### src/include/but_pkg.sv
// Purpose: constants for the basic up-count timer
// Assumes: single 200 MHz core clock
// Notes:   register map is for reference; block uses plain ports
package but_pkg;
  localparam int        BUT_WIDTH      = 16;
  localparam logic [15:0] BUT_RELOAD_RST = 16'hffff;
  localparam logic [15:0] BUT_PSC_RST    = 16'h0000;
  localparam logic [15:0] BUT_CNT_RST    = 16'h0000;
  // Register offsets of the original map
  localparam logic [7:0] BUT_OFS_CTRL1  = 8'h00;
  localparam logic [7:0] BUT_OFS_CTRL2  = 8'h04;
  localparam logic [7:0] BUT_OFS_IEN    = 8'h0c;
  localparam logic [7:0] BUT_OFS_STATUS = 8'h10;
  localparam logic [7:0] BUT_OFS_EVGEN  = 8'h14;
  localparam logic [7:0] BUT_OFS_COUNT  = 8'h24;
  localparam logic [7:0] BUT_OFS_PSC    = 8'h28;
  localparam logic [7:0] BUT_OFS_RELOAD = 8'h2c;
  typedef enum logic [2:0] {
    BUT_TRG_FORCE  = 3'b000,
    BUT_TRG_ENABLE = 3'b001,
    BUT_TRG_UPDATE = 3'b010
  } but_trg_sel_t;
endpackage

### src/rtl/but_basic_upcount_timer.sv
// Purpose: basic 16-bit timebase timer with prescaler and auto-reload
// Assumes: software writes arrive as one-cycle write strobes
// Notes:   one instance per timer, nothing shared between instances
//
// How it works
// - Count 0 to reload value, wrap, overflow
// - Prescaler divides clock by 1 to 65536
// - New prescale takes effect at next update
// - Reload accesses hit preload, not shadow
// - Shadow loads on write or at update
// - Overflow gives update unless updates disabled
// - Counter advances only on gated prescaled tick
// - Counter-run signal follows enable one cycle later
// - Force-update bit generates an update event
// - Update disable blocks events, buffered shadows hold
// - Forced update still clears counters, ratio kept
// - Source select hides forced update from flag
// - Update loads prescaler, shadow, sets flag
// - Interrupt and DMA requests on any update that sets the flag
// - Counter, reload, prescale writable any time
// - Internal clock feeds prescaler once enabled
// - Only software sets enable bit; force bit also set by slave force
// - Debug halt freezes counter if selected
// - Trigger output paces the converter
// - Instance is self-contained
// - Preload enable: 0 direct, 1 buffered
// - One-shot clears enable at update
// - No counting while active reload is zero
// - Trigger select: force, run, update
`timescale 1ns/1ps

module but_basic_upcount_timer
  import but_pkg::*;
#(
  parameter int WIDTH = BUT_WIDTH
) (
  input  wire logic             core_clk,
  input  wire logic             rst,
  // Control bits
  input  wire logic             countEnableWr,
  input  wire logic             countEnableIn,
  output logic                  countEnableBit,
  input  wire logic             reloadPreloadEnable,
  input  wire logic             oneShotMode,
  input  wire logic             updateSourceSelect,
  input  wire logic             updateDisable,
  input  wire logic [2:0]       triggerOutputSelect,
  input  wire logic             updateIrqEnable,
  input  wire logic             updateDmaEnable,
  // Event generation
  input  wire logic             forceUpdateWr,
  input  wire logic             slaveForceUpdate,
  output logic                  forceUpdate,
  // Status
  input  wire logic             updateFlagClr,
  output logic                  updateFlag,
  // Counter, prescale and reload access
  input  wire logic             countWr,
  input  wire logic [WIDTH-1:0] countWrData,
  output logic      [WIDTH-1:0] countValue,
  input  wire logic             prescaleWr,
  input  wire logic [WIDTH-1:0] prescaleWrData,
  output logic      [WIDTH-1:0] prescaleSetting,
  input  wire logic             reloadWr,
  input  wire logic [WIDTH-1:0] reloadWrData,
  output logic      [WIDTH-1:0] reloadValue,
  // Debug
  input  wire logic             debugHalt,
  input  wire logic             debugFreezeSelect,
  // Outputs
  output logic                  counterRunSignal,
  output logic                  updateEvent,
  output logic                  updateIrq,
  output logic                  updateDmaReq,
  output logic                  triggerOutput
);

  // all state local
  // Nothing here is shared, so instances never interact
  logic [WIDTH-1:0] prescaleActive;
  logic [WIDTH-1:0] prescaleCount;
  logic [WIDTH-1:0] reloadShadow;
  logic             prescaledTick;
  logic             overflow;
  logic             forceReq;
  logic             updateFire;
  logic             flagSet;
  logic             halted;
  logic             run;
  logic [WIDTH-1:0] next_prescaleCount;
  logic [WIDTH-1:0] next_prescaleActive;
  logic [WIDTH-1:0] next_prescaleSetting;
  logic [WIDTH-1:0] next_countValue;
  logic [WIDTH-1:0] next_reloadValue;
  logic [WIDTH-1:0] next_reloadShadow;
  logic             next_countEnableBit;
  logic             next_updateFlag;
  logic             next_triggerOutput;

  // Width-exact increment: the carry out of the top bit is dropped on
  // purpose, which is what makes a counter wrap through zero
  function automatic logic [WIDTH-1:0] but_incr(
    input logic [WIDTH-1:0] val
  );
    logic [WIDTH:0] sum;
    sum = {1'b0, val} + {{WIDTH{1'b0}}, 1'b1};
    return sum[WIDTH-1:0];
  endfunction

  // A counter has reached its limit and restarts on this edge
  function automatic logic but_at_limit(
    input logic [WIDTH-1:0] val,
    input logic [WIDTH-1:0] lim
  );
    return val == lim;
  endfunction

  assign halted = debugHalt && debugFreezeSelect;
  // Run also needs the live enable bit, so a one-shot stop takes
  // effect at once instead of letting one more tick through
  assign run    = counterRunSignal && countEnableBit && !halted;

  assign forceReq = forceUpdateWr || slaveForceUpdate;

  assign prescaledTick = run && but_at_limit(prescaleCount, prescaleActive);

  assign overflow = prescaledTick && (reloadShadow != '0)
                    && but_at_limit(countValue, reloadShadow);

  assign updateFire = !updateDisable && (overflow || forceReq);

  // forced update hidden when source select set
  assign flagSet = !updateDisable
                   && (overflow || (forceReq && !updateSourceSelect));

  // run signal one cycle after enable
  // internal clock feeds prescaler once enabled
  always_ff @(posedge core_clk or posedge rst) begin
    if (rst) begin
      counterRunSignal <= 1'b0;
    end else begin
      counterRunSignal <= countEnableBit;
    end
  end

  // one-shot stops at update
  // Hardware stop wins over a software write in the same cycle
  always_comb begin
    next_countEnableBit = countEnableBit;
    if (oneShotMode && updateFire) begin
      next_countEnableBit = 1'b0;
    end else if (countEnableWr) begin
      next_countEnableBit = countEnableIn;
    end
  end

  always_ff @(posedge core_clk or posedge rst) begin
    if (rst) begin
      countEnableBit <= 1'b0;
    end else begin
      countEnableBit <= next_countEnableBit;
    end
  end

  // A request held for two cycles reads back high for both
  // force bit self-clears
  always_ff @(posedge core_clk or posedge rst) begin
    if (rst) begin
      forceUpdate <= 1'b0;
    end else begin
      forceUpdate <= forceReq;
    end
  end

  always_comb begin
    next_prescaleCount = prescaleCount;
    if (forceReq || prescaledTick) begin
      next_prescaleCount = '0;
    end else if (run) begin
      next_prescaleCount = but_incr(prescaleCount);
    end
  end

  always_ff @(posedge core_clk or posedge rst) begin
    if (rst) begin
      prescaleCount <= BUT_CNT_RST;
    end else begin
      prescaleCount <= next_prescaleCount;
    end
  end

  // forced update restarts counter
  // A count written above the reload value runs on and wraps through zero
  always_comb begin
    next_countValue = countValue;
    if (forceReq || overflow) begin
      next_countValue = '0;
    end else if (countWr) begin
      next_countValue = countWrData;
    end else if (prescaledTick && reloadShadow != '0) begin
      next_countValue = but_incr(countValue);
    end
  end

  always_ff @(posedge core_clk or posedge rst) begin
    if (rst) begin
      countValue <= BUT_CNT_RST;
    end else begin
      countValue <= next_countValue;
    end
  end

  always_comb begin
    next_prescaleSetting = prescaleSetting;
    if (prescaleWr) begin
      next_prescaleSetting = prescaleWrData;
    end
  end

  always_ff @(posedge core_clk or posedge rst) begin
    if (rst) begin
      prescaleSetting <= BUT_PSC_RST;
    end else begin
      prescaleSetting <= next_prescaleSetting;
    end
  end

  always_comb begin
    next_prescaleActive = prescaleActive;
    if (updateFire) begin
      next_prescaleActive = prescaleSetting;
    end
  end

  always_ff @(posedge core_clk or posedge rst) begin
    if (rst) begin
      prescaleActive <= BUT_PSC_RST;
    end else begin
      prescaleActive <= next_prescaleActive;
    end
  end

  always_comb begin
    next_reloadValue = reloadValue;
    if (reloadWr) begin
      next_reloadValue = reloadWrData;
    end
  end

  always_ff @(posedge core_clk or posedge rst) begin
    if (rst) begin
      reloadValue <= BUT_RELOAD_RST;
    end else begin
      reloadValue <= next_reloadValue;
    end
  end

  // shadow load on write or update
  // direct when preload enable is 0
  always_comb begin
    next_reloadShadow = reloadShadow;
    if (!reloadPreloadEnable && reloadWr) begin
      next_reloadShadow = reloadWrData;
    end else if (!reloadPreloadEnable) begin
      next_reloadShadow = reloadValue;
    end else if (updateFire) begin
      next_reloadShadow = reloadValue;
    end
  end

  always_ff @(posedge core_clk or posedge rst) begin
    if (rst) begin
      reloadShadow <= BUT_RELOAD_RST;
    end else begin
      reloadShadow <= next_reloadShadow;
    end
  end

  always_comb begin
    next_updateFlag = updateFlag;
    if (flagSet) begin
      next_updateFlag = 1'b1;
    end else if (updateFlagClr) begin
      next_updateFlag = 1'b0;
    end
  end

  always_ff @(posedge core_clk or posedge rst) begin
    if (rst) begin
      updateFlag <= 1'b0;
    end else begin
      updateFlag <= next_updateFlag;
    end
  end

  // Event strobe registered so the data output comes from a flop
  always_ff @(posedge core_clk or posedge rst) begin
    if (rst) begin
      updateEvent <= 1'b0;
    end else begin
      updateEvent <= updateFire;
    end
  end

  // Levels, not pulses: they stand until the flag is cleared
  // request levels follow the flag
  assign updateIrq    = updateFlag && updateIrqEnable;
  assign updateDmaReq = updateFlag && updateDmaEnable;

  always_comb begin
    unique case (triggerOutputSelect)
      BUT_TRG_FORCE:  next_triggerOutput = forceReq;
      BUT_TRG_ENABLE: next_triggerOutput = counterRunSignal;
      BUT_TRG_UPDATE: next_triggerOutput = updateFire;
      // Reserved codes keep the output low
      default:        next_triggerOutput = 1'b0;
    endcase
  end

  always_ff @(posedge core_clk or posedge rst) begin
    if (rst) begin
      triggerOutput <= 1'b0;
    end else begin
      triggerOutput <= next_triggerOutput;
    end
  end

endmodule

### config.mk
export PLATFORM = sky130hd
export DESIGN_NAME = but_basic_upcount_timer
export DESIGN_NICKNAME = d
export VERILOG_FILES = /design/src/include/but_pkg.sv /design/src/rtl/but_basic_upcount_timer.sv
export SDC_FILE = /design/constraint.sdc
export NUM_CORES = 1
export LEC_CHECK = 0
export BUFFER_PORTS_ARGS = -buffer_cell sky130_fd_sc_hd__buf_4
export CAP_MARGIN = 25
export CORE_MARGIN = 1
export CORE_UTILIZATION = 48
export DETAILED_ROUTE_END_ITERATION = 10
export PLACE_DENSITY = 0.76
export SLEW_MARGIN = 20
export SYNTH_ARGS = -nofsm -noshare
export SYNTH_HDL_FRONTEND = slang
export SYNTH_SLANG_ARGS = --single-unit
export TNS_END_PERCENT = 30
### constraint.sdc
create_clock -name core_clk -period 2.55 [get_ports core_clk]
set_input_delay 0.1275 -clock core_clk [delete_from_list [all_inputs] [get_ports core_clk]]
set_output_delay 0.1275 -clock core_clk [all_outputs]
set_load 0.02 [all_outputs]
# ---- Word-level counts from Yosys, hierarchy flattened
# Cells that the tools add are included.
dict set report totals {
  ff_bits 102
  input_bits 69
  output_inout_bits 56
  elab_cells 59
}
dict set report classes {
  addsub 2
  n_eq_ne 5
  mux 13
  n_reduce_logical 27
}
# op n
set ops {}
lappend ops {{$mux W16} 8}
lappend ops {{$add A16 B1 Y16 const B} 2}
lappend ops {{$eq A16 B16 Y1} 2}
lappend ops {{$reduce_bool A16 Y1} 1}
lappend ops {{$logic_and A1 B1 Y1} 13}
lappend ops {{$reduce_bool A2 Y1} 3}
lappend ops {{$logic_not A1 Y1} 4}
lappend ops {{$logic_or A1 B1 Y1} 4}
lappend ops {{$mux W1} 4}
lappend ops {{$eq A3 B1 Y1 const B} 1}
lappend ops {{$eq A3 B2 Y1 const B} 1}
lappend ops {{$logic_not A3 Y1} 1}
lappend ops {{$ne A3 B1 Y1 const B} 1}
lappend ops {{$pmux W1 S3} 1}
lappend ops {{$reduce_bool A3 Y1} 1}

# ---- Logic depth before layout (Yosys ltp)
# Gate-level depths: netlist (run 1).
dict set report depth {
  word_depth 11
  depth_mapped 8
  mapped_depth_nobuf 7
}

# ---- Worst setup path after synthesis (run 1)
# OpenSTA, ideal clock, no wires.
dict set report synth_path {
  path_kind {flip-flop to flip-flop}
  startpoint {register prescaleCount[13]}
  endpoint {register prescaleActive[10]}
  setup_time_ns 0.125
  arrival_time_ns 2.187
  required_ns 2.425
  slack_ns 0.238
  stages_incl_launch_ff 7
  n_path_buf 1
  synth_period_minus_slack_ns 2.312
  path_cell_list {dfrtp_1 xor2_1 nand2b_1 or4_4 o41ai_4 buf_4 mux2_2}
}
dict set report synth_via {
  elab_chain_len 6
}
# item line
set synth_lines {}
lappend synth_lines {{start: declaration} but_basic_upcount_timer.sv:81} ;# logic [WIDTH-1:0] prescaleCount;
lappend synth_lines {{start signal: assignment} but_basic_upcount_timer.sv:188} ;# prescaleCount <= next_prescaleCount;
lappend synth_lines {{$eq A16 B16 Y1} but_basic_upcount_timer.sv:115} ;# return val == lim;
lappend synth_lines {{$logic_and A1 B1 Y1} but_basic_upcount_timer.sv:125} ;# assign prescaledTick = run && but_at_limit(prescaleCount, prescaleActive);
lappend synth_lines {{$logic_and A1 B1 Y1} but_basic_upcount_timer.sv:127} ;# assign overflow = prescaledTick && (reloadShadow != '0)
lappend synth_lines {{$logic_and A1 B1 Y1} but_basic_upcount_timer.sv:128} ;# && but_at_limit(countValue, reloadShadow);
lappend synth_lines {{$logic_or A1 B1 Y1} but_basic_upcount_timer.sv:130} ;# assign updateFire = !updateDisable && (overflow || forceReq);
lappend synth_lines {{$logic_and A1 B1 Y1} but_basic_upcount_timer.sv:130}
lappend synth_lines {{end signal: assignment} but_basic_upcount_timer.sv:239} ;# prescaleActive <= next_prescaleActive;
lappend synth_lines {{end: declaration} but_basic_upcount_timer.sv:80} ;# logic [WIDTH-1:0] prescaleActive;
# Every way passes these cells.
# A chain may end at the register's enable or synchronous reset.

# ---- Final worst setup path (run 1)
dict set report layout_path {
  startpoint {register prescaleCount[1]}
  endpoint {register reloadShadow[10]}
}
dict set report layout_via {
  elab_chain_len 7
}
# item line
set layout_lines {}
lappend layout_lines {{$eq A16 B16 Y1} but_basic_upcount_timer.sv:115}
lappend layout_lines {{$logic_and A1 B1 Y1} but_basic_upcount_timer.sv:125}
lappend layout_lines {{$logic_and A1 B1 Y1} but_basic_upcount_timer.sv:127}
lappend layout_lines {{$logic_and A1 B1 Y1} but_basic_upcount_timer.sv:128}
lappend layout_lines {{$logic_or A1 B1 Y1} but_basic_upcount_timer.sv:130}
lappend layout_lines {{$logic_and A1 B1 Y1} but_basic_upcount_timer.sv:130}
lappend layout_lines {{$ne A3 B1 Y1 (no line)} n/a}
lappend layout_lines {{end signal: assignment} but_basic_upcount_timer.sv:275} ;# reloadShadow <= next_reloadShadow;
lappend layout_lines {{end: declaration} but_basic_upcount_timer.sv:82} ;# logic [WIDTH-1:0] reloadShadow;
# Every way passes these cells.

==> summary.md, run 1 <==
| Metric | Value |
|---|---|
| Status | `finished clean` |
| Antenna Nets Post-Route | `0` |
| Cells on Worst Hold Path | `3` |
| Largest net degree at the start of global routing | `80` |
| Leak pwr | `0.00294 µW` |
| Final Instance Area | `6840 µm²` |
| Fin Hold WS | `between 15 and 20 ps` |
| Final period util | `a little over nine tenths` |
| Routability Congestion | `0.840` |
| Core area | `a little over 10,000 µm²` |
| R2r worst-path depth | `7` |
| Cts bufs inserted | `9` |
| Startpoint Class | `flip-flop` |
| Nets | `~700` |
| Cell at the root of the clock tree | `clkbuf_8` |
| R2r setup slk | `140 ps` |
| Critical Path RT | `2860 ps` |
| Clock Skew | `11.5 ps` |
| Power per cell area | `between 500 and 600 nW/µm²` |
| Mean post-synth cell area | `about 11 µm²` |
| Post-synthesis sequential area ratio | `about half` |
| Area growth from synthesis to layout | `34.4%` |
| Final setup TNS | `0 ps` |
| Clk buf depth | `2` |
| Clk sinks | `slightly above 100` |
| CP endpoint kind | `flip-flop` |
| Drc violations | `0` |
| First-pass GRT wire length | `roughly 20 mm` |
| Drt via density | `around 5.5` |
| Critical path type | `flip-flop to flip-flop` |
| # diodes | `0` |
| Die area | `11,000 µm²` |
| Starting DRT DRC Count | `220` |
| Hold EP | `countValue[11]` |
| Final Hold Vio Count | `0` |
| Most common cell after layout, fill and taps aside | `buf_4` |
| Die height | `around 100 µm` |
| Syn Std Cell Area | `5090 µm²` |
| Max Cap Violations | `0` |
| Slew headroom | `57.2%` |
| Max-slew violations | `0` |
| PortBufs | `124` |
| GRT Total Usage | `approximately a quarter` |
| First-pass DRT Iterations | `5` |
| Synthesized net count | `around 520` |
| Crit-path max FO | `15` |
| Reg2reg end | `reloadShadow[10]` |
| Yosys warns | `0` |
| Final wirelength | `roughly 13 mm` |
| Final std cells w/o fill | `760` |
| Worst-path clk slew | `~110 ps` |
| HP Class | `primary input to flip-flop` |
| Design Power | `roughly 3800 µW` |
| Slew @ Worst Pin | `641 ps` |
| Initial antenna violation count | `0` |
| RR Startpoint | `prescaleCount[1]` |
| Fraction of layout cells with a size suffix above 1 | `approximately two fifths` |
| Core Rows | `37` |
| Dpl cells | `between 700 and 800` |
| Drt wl/cell | `16.6 µm` |
| Initial Util | `about half` |
| Hold path start | `countWrData[11]` |
| Max VDD drop | `~0.00029 V` |
| Distinct cell type count after synthesis | `47` |
| Setup bufs post-CTS | `0` |
| Max Fclk | `approximately 410 MHz` |
| Placement-stage cell area | `~6300 µm²` |
| CTS H-tree depth | `3` |
| Via count | `about 4,200` |
| Most frequent cells in the layout | `buf_4 (142), dfrtp_1 (70), mux2_2 (48)` |
| Min cycle time layout | `around 2400 ps` |
| Die X | `105 µm` |
| Vias in the first global route | `roughly 4,100` |
| Io pins | `between 100 and 150` |
| CP arrival | `around 2700 ps` |
| Cells after Synth | `450` |
| Setup Viol. Count Final | `0` |
| RSZ-0062 raised after global routing | `false` |
| CTS tree | `done` |
| Clk_lat worst skew | `about 380 ps` |
| Number of synthesized register bits | `between 100 and 150` |
| DP Wirelength | `between 8 and 9 mm` |
| Global route overflow | `0` |
==> synthesized netlist by cell type, drive strengths merged <==
cell type	instances	area, µm²
mux2	48	541
o22ai	1	6.26
o31ai	13	103
o211ai	1	7.51
a21o	1	7.51
o221a	15	169
o41ai	1	27.5
nor3	10	50.1
ha	2	25.0
a22o	1	8.76
nor2	26	97.6
or3	8	50.1
dfstp	32	841
mux2i	4	40.0
nor4	14	100
xnor2	13	114
and3	3	18.8
nand4	13	81.3
nand2	25	93.8
nor3b	1	7.51
nand3	10	50.1
inv	10	37.5
or2b	1	8.76
dfrtp	70	1750
o21ai	8	40.0
nand3b	1	7.51
and2	6	37.5
a22oi	7	52.6
clkbuf	13	48.8
xor2	29	254
a211o	1	8.76
buf	9	51.3
or4	3	26.3
a21oi	16	83.8
nand2b	18	113
o2bb2ai	11	96.3
o311ai	1	8.76
nor2b	1	6.26
a31oi	3	18.8
==> cells by family (layout without fill, tap and decap cells) <==
group / after synthesis / after routing / share of synthesized area, %
buffers and inverters: 32 / 206 / 2.70
DFF: 102 / 102 / 50.9
xor gates and xnor gates: 42 / 42 / 7.23
muxes: 52 / 52 / 11.4
AOI/OAI and AO/OA: 80 / 80 / 12.5
adders and majority gates: 2 / 2 / 0.492
and+or+nand+nor: 140 / 140 / 14.7
==> layout make-up <==
cell class	instances	area [µm²]
Clock buffer	10	138
Clock inverter	6	57.6
Fill cell	777	3480
Inverter	10	41.3
Multi-Input combinational cell	316	2370
Sequential cell	102	2590
Tap cell	136	170
Timing Repair Buffer	180	1470
==> flip-flops by register name, summed over array words and instances (netlist names) <==
| register | count |
|---|---|
| countEnableBit | 1 |
| countValue | 16 |
| counterRunSignal | 1 |
| forceUpdate | 1 |
| prescaleActive | 16 |
| prescaleCount | 16 |
| prescaleSetting | 16 |
| reloadShadow | 16 |
| reloadValue | 16 |
| triggerOutput | 1 |
| updateEvent | 1 |
| updateFlag | 1 |
==> metal layers <==
metal  wire (µm)  track usage, %
met1        5690            32.0
met2        6120            37.9
met3         584            3.68
met4         249            8.05
met5           0               0
==> per-stage QoR <==
stage                     setup slack, ps  util [%]
final                                 137      66.3
after global routing                 17.8      66.3
after CTS                            57.0      66.0
after detailed placement             92.9      60.7
after global placement                161      60.7
after floorplan                       238         -
==> how the worst max path moves through the flow <==
stage                      start                 end  slack, ps  cells past startpoint
2_1_floorplan  prescaleCount[13]  prescaleActive[10]        240                      6
3_3_place_gp    prescaleCount[9]    reloadShadow[13]        160                      7
3_5_place_dp    prescaleCount[9]     reloadShadow[7]         90                      7
4_1_cts         prescaleCount[9]     reloadShadow[7]         60                      7
5_1_grt         prescaleCount[1]    reloadShadow[10]         20                      7
6_report        prescaleCount[1]    reloadShadow[10]        140                      7
==> worst max-delay path, stage by stage (launching register included) <==
cell and delay, ps:
dfrtp_1 440, xnor2_1 240, nand3_1 100, or4_4 550, o41ai_4 360, buf_4 200
a21oi_2 170, o221a_2 290
==> repair_timing <==
action,in CTS,in global routing
setup endpoints to repair,0,19
resized for setup,0,3
hold endpoints to repair,43,1
hold buffers,35,1
==> power breakdown <==
| group | switching [µW] | leakage (µW) | internal, µW |
|---|---|---|---|
| clock network | 618 | 0.000102 | 408 |
| logic | 361 | 0.00161 | 412 |
| registers | 150 | 0.00123 | 1810 |
No activity file was read; power rests on OpenSTA's default activity.
==> run 2, diff against run 1 <==
- ABC_AREA: not set -> 1
- CORE_UTILIZATION: 48 -> 49
- PLACE_DENSITY: 0.76 -> 0.77
==> run 2 against run 1 <==
  * Core utilization fell by 1.8 points
  * Global-route usage up 1.9 points
  * Total power is 1.1% lower
  * Clock power about the same
  * Non-clock buffer count shrank 20
  * Largest cell class unchanged
  * Largest power group unchanged
==> summary.md, run 2 <==
| Metric | Value |
|---|---|
| Status | `finished clean` |
| FFs w/ async S/R, synth | `100% (unchanged)` |
| Nets | `931 (+35%)` |
| Fraction of layout cells with a size suffix above 1 | `21.4% (-19 points)` |
| RSZ-0062 raised after global routing | `false` |
| Register area | `2590 µm² (unchanged)` |
| Multi-input gate area in the final layout | `2370 µm² (-0.37%)` |
| Clk sinks | `102 (unchanged)` |
| Min cycle time layout | `2230 ps (-187 ps)` |
| R2r setup slk | `320 ps (+190 ps)` |
| Setup Viol. Count Final | `0 (unchanged)` |
| Post-synth top area share | `32.4% (-2.1 points)` |
| First-pass DRT Iterations | `5 (unchanged)` |
| Final setup TNS | `0 ps (unchanged)` |
| Setup bufs post-CTS | `0 (unchanged)` |
| Simple-Gate Fraction of Synth Area | `27.9% (+13 points)` |
| Slew @ Worst Pin | `1000 ps (+359 ps)` |
| Synth Area in XOR/XNOR | `6.15% (-1.1 points)` |
| Compound-Gate Fraction of Synth Area | `8.97% (-3.6 points)` |
| Placement-stage cell area | `6430 µm² (+2.6%)` |
| Post-synthesis sequential area ratio | `47.9% (-3.0 points)` |
| DP Wirelength | `9.61 mm (+8.2%)` |
| Largest net degree at the start of global routing | `103 (+29%)` |
| Hold EP | `triggerOutput` |
| CTS resizes | `0 (unchanged)` |
| Drt wl/cell | `13.7 µm (-17%)` |
| GRT Total Usage | `25.3% (+1.9 points)` |
| Final std cells w/o fill | `1,005 (+32%)` |
| Startpoint Class | `flip-flop` |
| Critical Path RT | `2880 ps (+20 ps)` |
| Initial antenna violation count | `0 (unchanged)` |
| Post-synth top cells | `nand2_1 (224), inv_1 (86), dfrtp_1 (70), nor2_1 (64), o21ai_0 (48)` |
| Die X | `107 µm (+2.0%)` |
| CP endpoint kind | `flip-flop` |
| Synth area leaders | `dfrtp_1 (32%), dfstp_2 (16%), nand2_1 (16%)` |
| Most frequent cells in the layout | `nand2_1 (224), buf_4 (125), inv_1 (85)` |
| Leak pwr | `0.00347 µW (+18%)` |
| Io pins | `125 (unchanged)` |
| Final period util | `87.3% (-7.3 points)` |
| Reg2reg end | `reloadShadow[14]` |
| CTS tree | `done` |
| Die area | `11,500 µm² (+4.1%)` |
| Starting DRT DRC Count | `331 (+50%)` |
| Post-synth EDFFs | `0 (unchanged)` |
| Initial Util | `50.2% (+0.86 points)` |
| Worst-path clk slew | `100 ps (about the same)` |
| Fillers | `898 (+16%)` |
| Synth Area in Adders | `0.462% (-0.029 points)` |
| Clock Skew | `15.1 ps (+3.65 ps)` |
| Vias in the first global route | `4,945 (+19%)` |
| Crit-path max FO | `51 (+36)` |
| RR Startpoint | `reloadShadow[13]` |
| PortBufs | `124 (unchanged)` |
| R2r worst-path depth | `11 (+4)` |
| Antenna Nets Post-Route | `0 (unchanged)` |
| First-pass GRT wire length | `22.9 mm (+12%)` |
| Drc violations | `0 (unchanged)` |
| Most common cell after layout, fill and taps aside | `nand2_1` |
| Cells on Worst Hold Path | `4 (+1)` |
| Max VDD drop | `0.000291 V (-0.88%)` |
| Power per cell area | `535 nW/µm² (-2.7%)` |
| Clk_lat worst skew | `390 ps (about the same)` |
| Distinct cell type count after synthesis | `37 (-21%)` |
| HP Class | `primary input to flip-flop` |
| Final wirelength | `13.8 mm (+9.1%)` |
| Max Fclk | `449 MHz (+8.4%)` |
| Dpl cells | `955 (+35%)` |
| Cell at the root of the clock tree | `clkbuf_8` |
| # diodes | `0 (unchanged)` |
| Largest family of logic cells by synthesized area | `simple AND/OR/NAND/NOR gates` |
| CP arrival | `2550 ps (-170 ps)` |
| Hold path start | `triggerOutputSelect[2]` |
| Cts bufs inserted | `9 (unchanged)` |
| Die height | `107 µm (+2.0%)` |
| Area growth from synthesis to layout | `28.5%` |
| Proportion of synthesized area in mux cells | `0.208% (-11 points)` |
| Clk buf depth | `2 (unchanged)` |
| Post-synth top flop | `dfrtp_1` |
| Via count | `5,068 (+21%)` |
| Final Instance Area | `6960 µm² (+1.7%)` |
| Synthesized net count | `786 (+51%)` |
| Max-slew violations | `0 (unchanged)` |
| Mean post-synth cell area | `7.57 µm² (-33%)` |
| Slew headroom | `33.2% (-24 points)` |
| Yosys warns | `0 (unchanged)` |
| CTS H-tree depth | `3 (unchanged)` |
| Number of synthesized register bits | `102 (unchanged)` |
| Core Rows | `38 (+2.7%)` |
| Final Hold Vio Count | `0 (unchanged)` |
| Count leader, synth | `nand2_1` |
| Global route overflow | `0 (unchanged)` |
| Routability Congestion | `0.908 (+8.1%)` |
| Drt via density | `5.04 (-8.5%)` |
| Syn Std Cell Area | `5410 µm² (+6.4%)` |
| Core area | `10,800 µm² (+4.5%)` |
| Cell taking the most area after synthesis | `dfrtp_1` |
| Cells after Synth | `715 (+59%)` |
| Max Cap Violations | `0 (unchanged)` |
| Util after Layout | `64.5% (-1.8 points)` |
| Critical path type | `flip-flop to flip-flop` |
run 2: cell types whose count changed in the layout (fill, tap and decap cells not counted), sizes merged, moves of 18 or more:
cell    previous run  this run
buf              144       126
inv               14        91
mux2              48         1
nand2             25       228
nand2b            18         0
nand3             10        47
nor2              26        66
o21ai              8        65
run 2: worst max-delay path by stage:
stage	endpoint	slack, ps	startpoint	cells after the start
floorplan	prescaleActive[0]	810	countValue[5]	12
global placement	reloadShadow[4]	480	countValue[5]	11
detailed placement	reloadShadow[14]	400	countValue[5]	11
CTS	reloadShadow[14]	290	reloadShadow[13]	11
global route	reloadShadow[14]	140	reloadShadow[13]	11
finish	reloadShadow[14]	320	reloadShadow[13]	11
run 2: metal layers:
layer  global-route usage (%)  part of all wire (%)
met3                     3.22                   5.3
met1                     35.5                    47
met5                        0                     0
met2                     40.4                    46
met4                     9.10                   1.8
run 2: worst max-delay path, cell delays in order (launching register included):
cell and delay [ps]:
dfstp_2 590, xnor2_1 130, nand2_1 80, nor2_1 130
nand2_1 70, nor2_1 140, nand3_2 130, nand2_4 130
nand2_4 300, nand2_4 280, nand2_1 90, nand2_1 70
run 2: cell type report:
class | count | share of cell area [%]
timing repair buffer | 160 | 18.7
clock buffer | 10 | 1.83
tap | 140 | 2.52
sequential | 102 | 37.3
inverter | 89 | 4.86
clock inverter | 6 | 0.845
multi-input combinational | 498 | 34.0
run 2: where the power goes:
part           switching [µW]  internal, µW  total [µW]  leakage, µW
Combinational             435           348         783      0.00214
Sequential                129          1790        1920      0.00125
Clock                     634           382        1020    0.0000928
Total                    1200          2520        3720      0.00347
run 2: timing repair:
item / in CTS / in global routing
hold buffers: 34 / 0
hold endpoints to repair: 103 / 0
setup endpoints to repair: 0 / 0
run 2: stage by stage:
stage	power, µW	worst slack (ps)	hold WS (ps)
6_report	3720	324	8.84
5_1_grt	3900	140	21.6
4_1_cts	3740	292	1.13
3_5_place_dp	2680	403	320
3_3_place_gp	2660	481	316
2_1_floorplan	2380	806	202
run 2: cells by family (layout without fill, tap and decap cells):
kind of cell,count (synthesis),count (layout)
AO/OA/AOI/OAI,95,95
XOR/XNOR,38,38
adder cells (fa/ha/maj),2,2
buffers and inverters,115,265
flip-flops,102,102
multiplexers,1,1
AND/OR/NAND/NOR,362,362
==> run 3, diff against run 2 <==
- RECOVER_POWER: not set -> 100
==> run 3 against run 2 <==
  * Wire length shrank 0.49%
  * Clock power is essentially flat
  * Clock-buffer cell count is the same
  * Sequential power is essentially flat
  * First-iteration DRC count shrank 13%
  * Total power shrank 1.9%
  * Die area is the same
  * Clock skew grew 4.0 ps
  * Critical path depth is the same
  * Worst setup slack lost 16 ps
  * Sequential cell count is the same
  * Hold slack is essentially flat
==> summary.md, run 3 (synthesis gave the netlist of run 2 again) <==
| Metric | Value |
|---|---|
| Most frequent cells in the layout | `nand2_1 (225), inv_1 (86), dfrtp_1 (70)` |
| Cell at the root of the clock tree | `clkbuf_8` |
| Max Cap Violations | `0 (unchanged)` |
| Core Rows | `38 (unchanged)` |
| Most common cell after layout, fill and taps aside | `nand2_1` |
| Routability Congestion | `0.908 (unchanged)` |
| Power per cell area | `544 nW/µm² (+1.6%)` |
| Final std cells w/o fill | `1,005 (unchanged)` |
| GRT Total Usage | `25.3% (unchanged)` |
| Die height | `107 µm (unchanged)` |
| Max VDD drop | `0.000290 V (-0.15%)` |
| Hold buffer count at cts | `34 (unchanged)` |
| Slew headroom | `10.9% (-22 points)` |
| Critical path type | `flip-flop to flip-flop` |
| Via count | `5,070 (+0.039%)` |
| CTS tree | `done` |
| Slew @ Worst Pin | `1340 ps (+336 ps)` |
| Leak pwr | `0.00324 µW (-6.7%)` |
| Clk sinks | `102 (unchanged)` |
| Setup bufs post-CTS | `0 (unchanged)` |
| Cells on Worst Hold Path | `4 (unchanged)` |
| Dpl cells | `955 (unchanged)` |
| Die X | `107 µm (unchanged)` |
| Io pins | `125 (unchanged)` |
| Nets | `931 (unchanged)` |
| CP arrival | `2570 ps (+20 ps)` |
| Fraction of layout cells with a size suffix above 1 | `12.9% (-8.4 points)` |
| # diodes | `0 (unchanged)` |
| First-pass DRT Iterations | `5 (unchanged)` |
| Cts bufs inserted | `9 (unchanged)` |
| Status | `finished clean` |
| Setup Viol. Count Final | `0 (unchanged)` |
| CTS resizes | `0 (unchanged)` |
| Initial Util | `50.2% (unchanged)` |
| Clk_lat worst skew | `390 ps (about the same)` |
| Critical Path RT | `2880 ps (about the same)` |
| Worst-path clk slew | `100 ps (about the same)` |
| Max Fclk | `446 MHz (-0.73%)` |
| R2r worst-path depth | `11 (unchanged)` |
| Drt wl/cell | `13.7 µm (-0.49%)` |
| Drt via density | `5.04 (about the same)` |
| CTS H-tree depth | `3 (unchanged)` |
| Final Hold Vio Count | `0 (unchanged)` |
| Clk buf depth | `2 (unchanged)` |
| RSZ-0062 raised after global routing | `false` |
| Hold EP | `countEnableBit` |
| RR Startpoint | `reloadShadow[13]` |
| Vias in the first global route | `4,945 (unchanged)` |
| CP endpoint kind | `flip-flop` |
| Core area | `10,800 µm² (unchanged)` |
| DP Wirelength | `9.61 mm (unchanged)` |
| Final setup TNS | `0 ps (unchanged)` |
| Initial antenna violation count | `0 (unchanged)` |
| Hold path start | `oneShotMode` |
| Global route overflow | `0 (unchanged)` |
| First-pass GRT wire length | `22.9 mm (unchanged)` |
| Final wirelength | `13.7 mm (-0.49%)` |
| Startpoint Class | `flip-flop` |
| Crit-path max FO | `51 (unchanged)` |
| Largest net degree at the start of global routing | `103 (unchanged)` |
| Starting DRT DRC Count | `288 (-13%)` |
| Drc violations | `0 (unchanged)` |
| Die area | `11,500 µm² (unchanged)` |
| Antenna Nets Post-Route | `0 (unchanged)` |
| HP Class | `primary input to flip-flop` |
| Final period util | `87.9% (+0.64 points)` |
| PortBufs | `124 (unchanged)` |
| Min cycle time layout | `2240 ps (+16.3 ps)` |
| Reg2reg end | `reloadShadow[14]` |
| Max-slew violations | `0 (unchanged)` |
| R2r setup slk | `310 ps (-20 ps)` |
| Clock Skew | `19.1 ps (+3.95 ps)` |
| Area growth from synthesis to layout | `24.1%` |
[run 3: per-layer routing]
| layer | part of all wire (%) | vias up | track usage [%] |
|---|---|---|---|
| met5 | 0 | - | 0 |
| met4 | 1.5 | 0 | 9.10 |
| li1 | - | 2523 | - |
| met3 | 5.9 | 17 | 3.22 |
| met2 | 46 | 182 | 40.4 |
| met1 | 46 | 2348 | 35.5 |
[run 3: metrics by stage]
stage	util (%)	hold slack (ps)	cell area [µm²]	power [µW]	setup WS (ps)
after floorplan	-	202	5420	2380	806
after global placement	59.6	316	6430	2660	481
after detailed placement	59.6	320	6430	2680	403
after CTS	64.5	1.13	6960	3740	292
after global routing	62.3	21.6	6720	3820	133
final	62.3	9.23	6720	3650	308
[run 3: area by class of cell]
type	count	area [µm²]
inverter	89	338
fill	960	4070
clock inverter	6	58.8
tap	140	175
sequential	102	2590
clock buffer	10	128
timing repair buffer	160	1070
multi-input combinational	498	2360
[run 3: worst max-delay path, stage by stage (launching register included)]
cell and delay, ps:
dfstp_1 610, xnor2_1 150, nand2_1 80, nor2_1 140
nand2_1 80, nor2_1 150, nand3_2 140, nand2_4 130
nand2_4 270, nand2_4 270, nand2_1 90, nand2_1 70
[run 3: how the worst max path moves through the flow]
stage	from	to	cells after the start
after floorplan	countValue[5]	prescaleActive[0]	12
final	reloadShadow[13]	reloadShadow[14]	11
after detailed placement	countValue[5]	reloadShadow[14]	11
after CTS	reloadShadow[13]	reloadShadow[14]	11
after global routing	reloadShadow[13]	reloadShadow[14]	11
after global placement	countValue[5]	reloadShadow[4]	11
[run 3: power breakdown]
part,total [µW],switching (µW),internal [µW],leakage [µW]
combinational,716,430,286,0.00191
clock,1020,641,382,0.0000928
sequential,1910,127,1790,0.00124
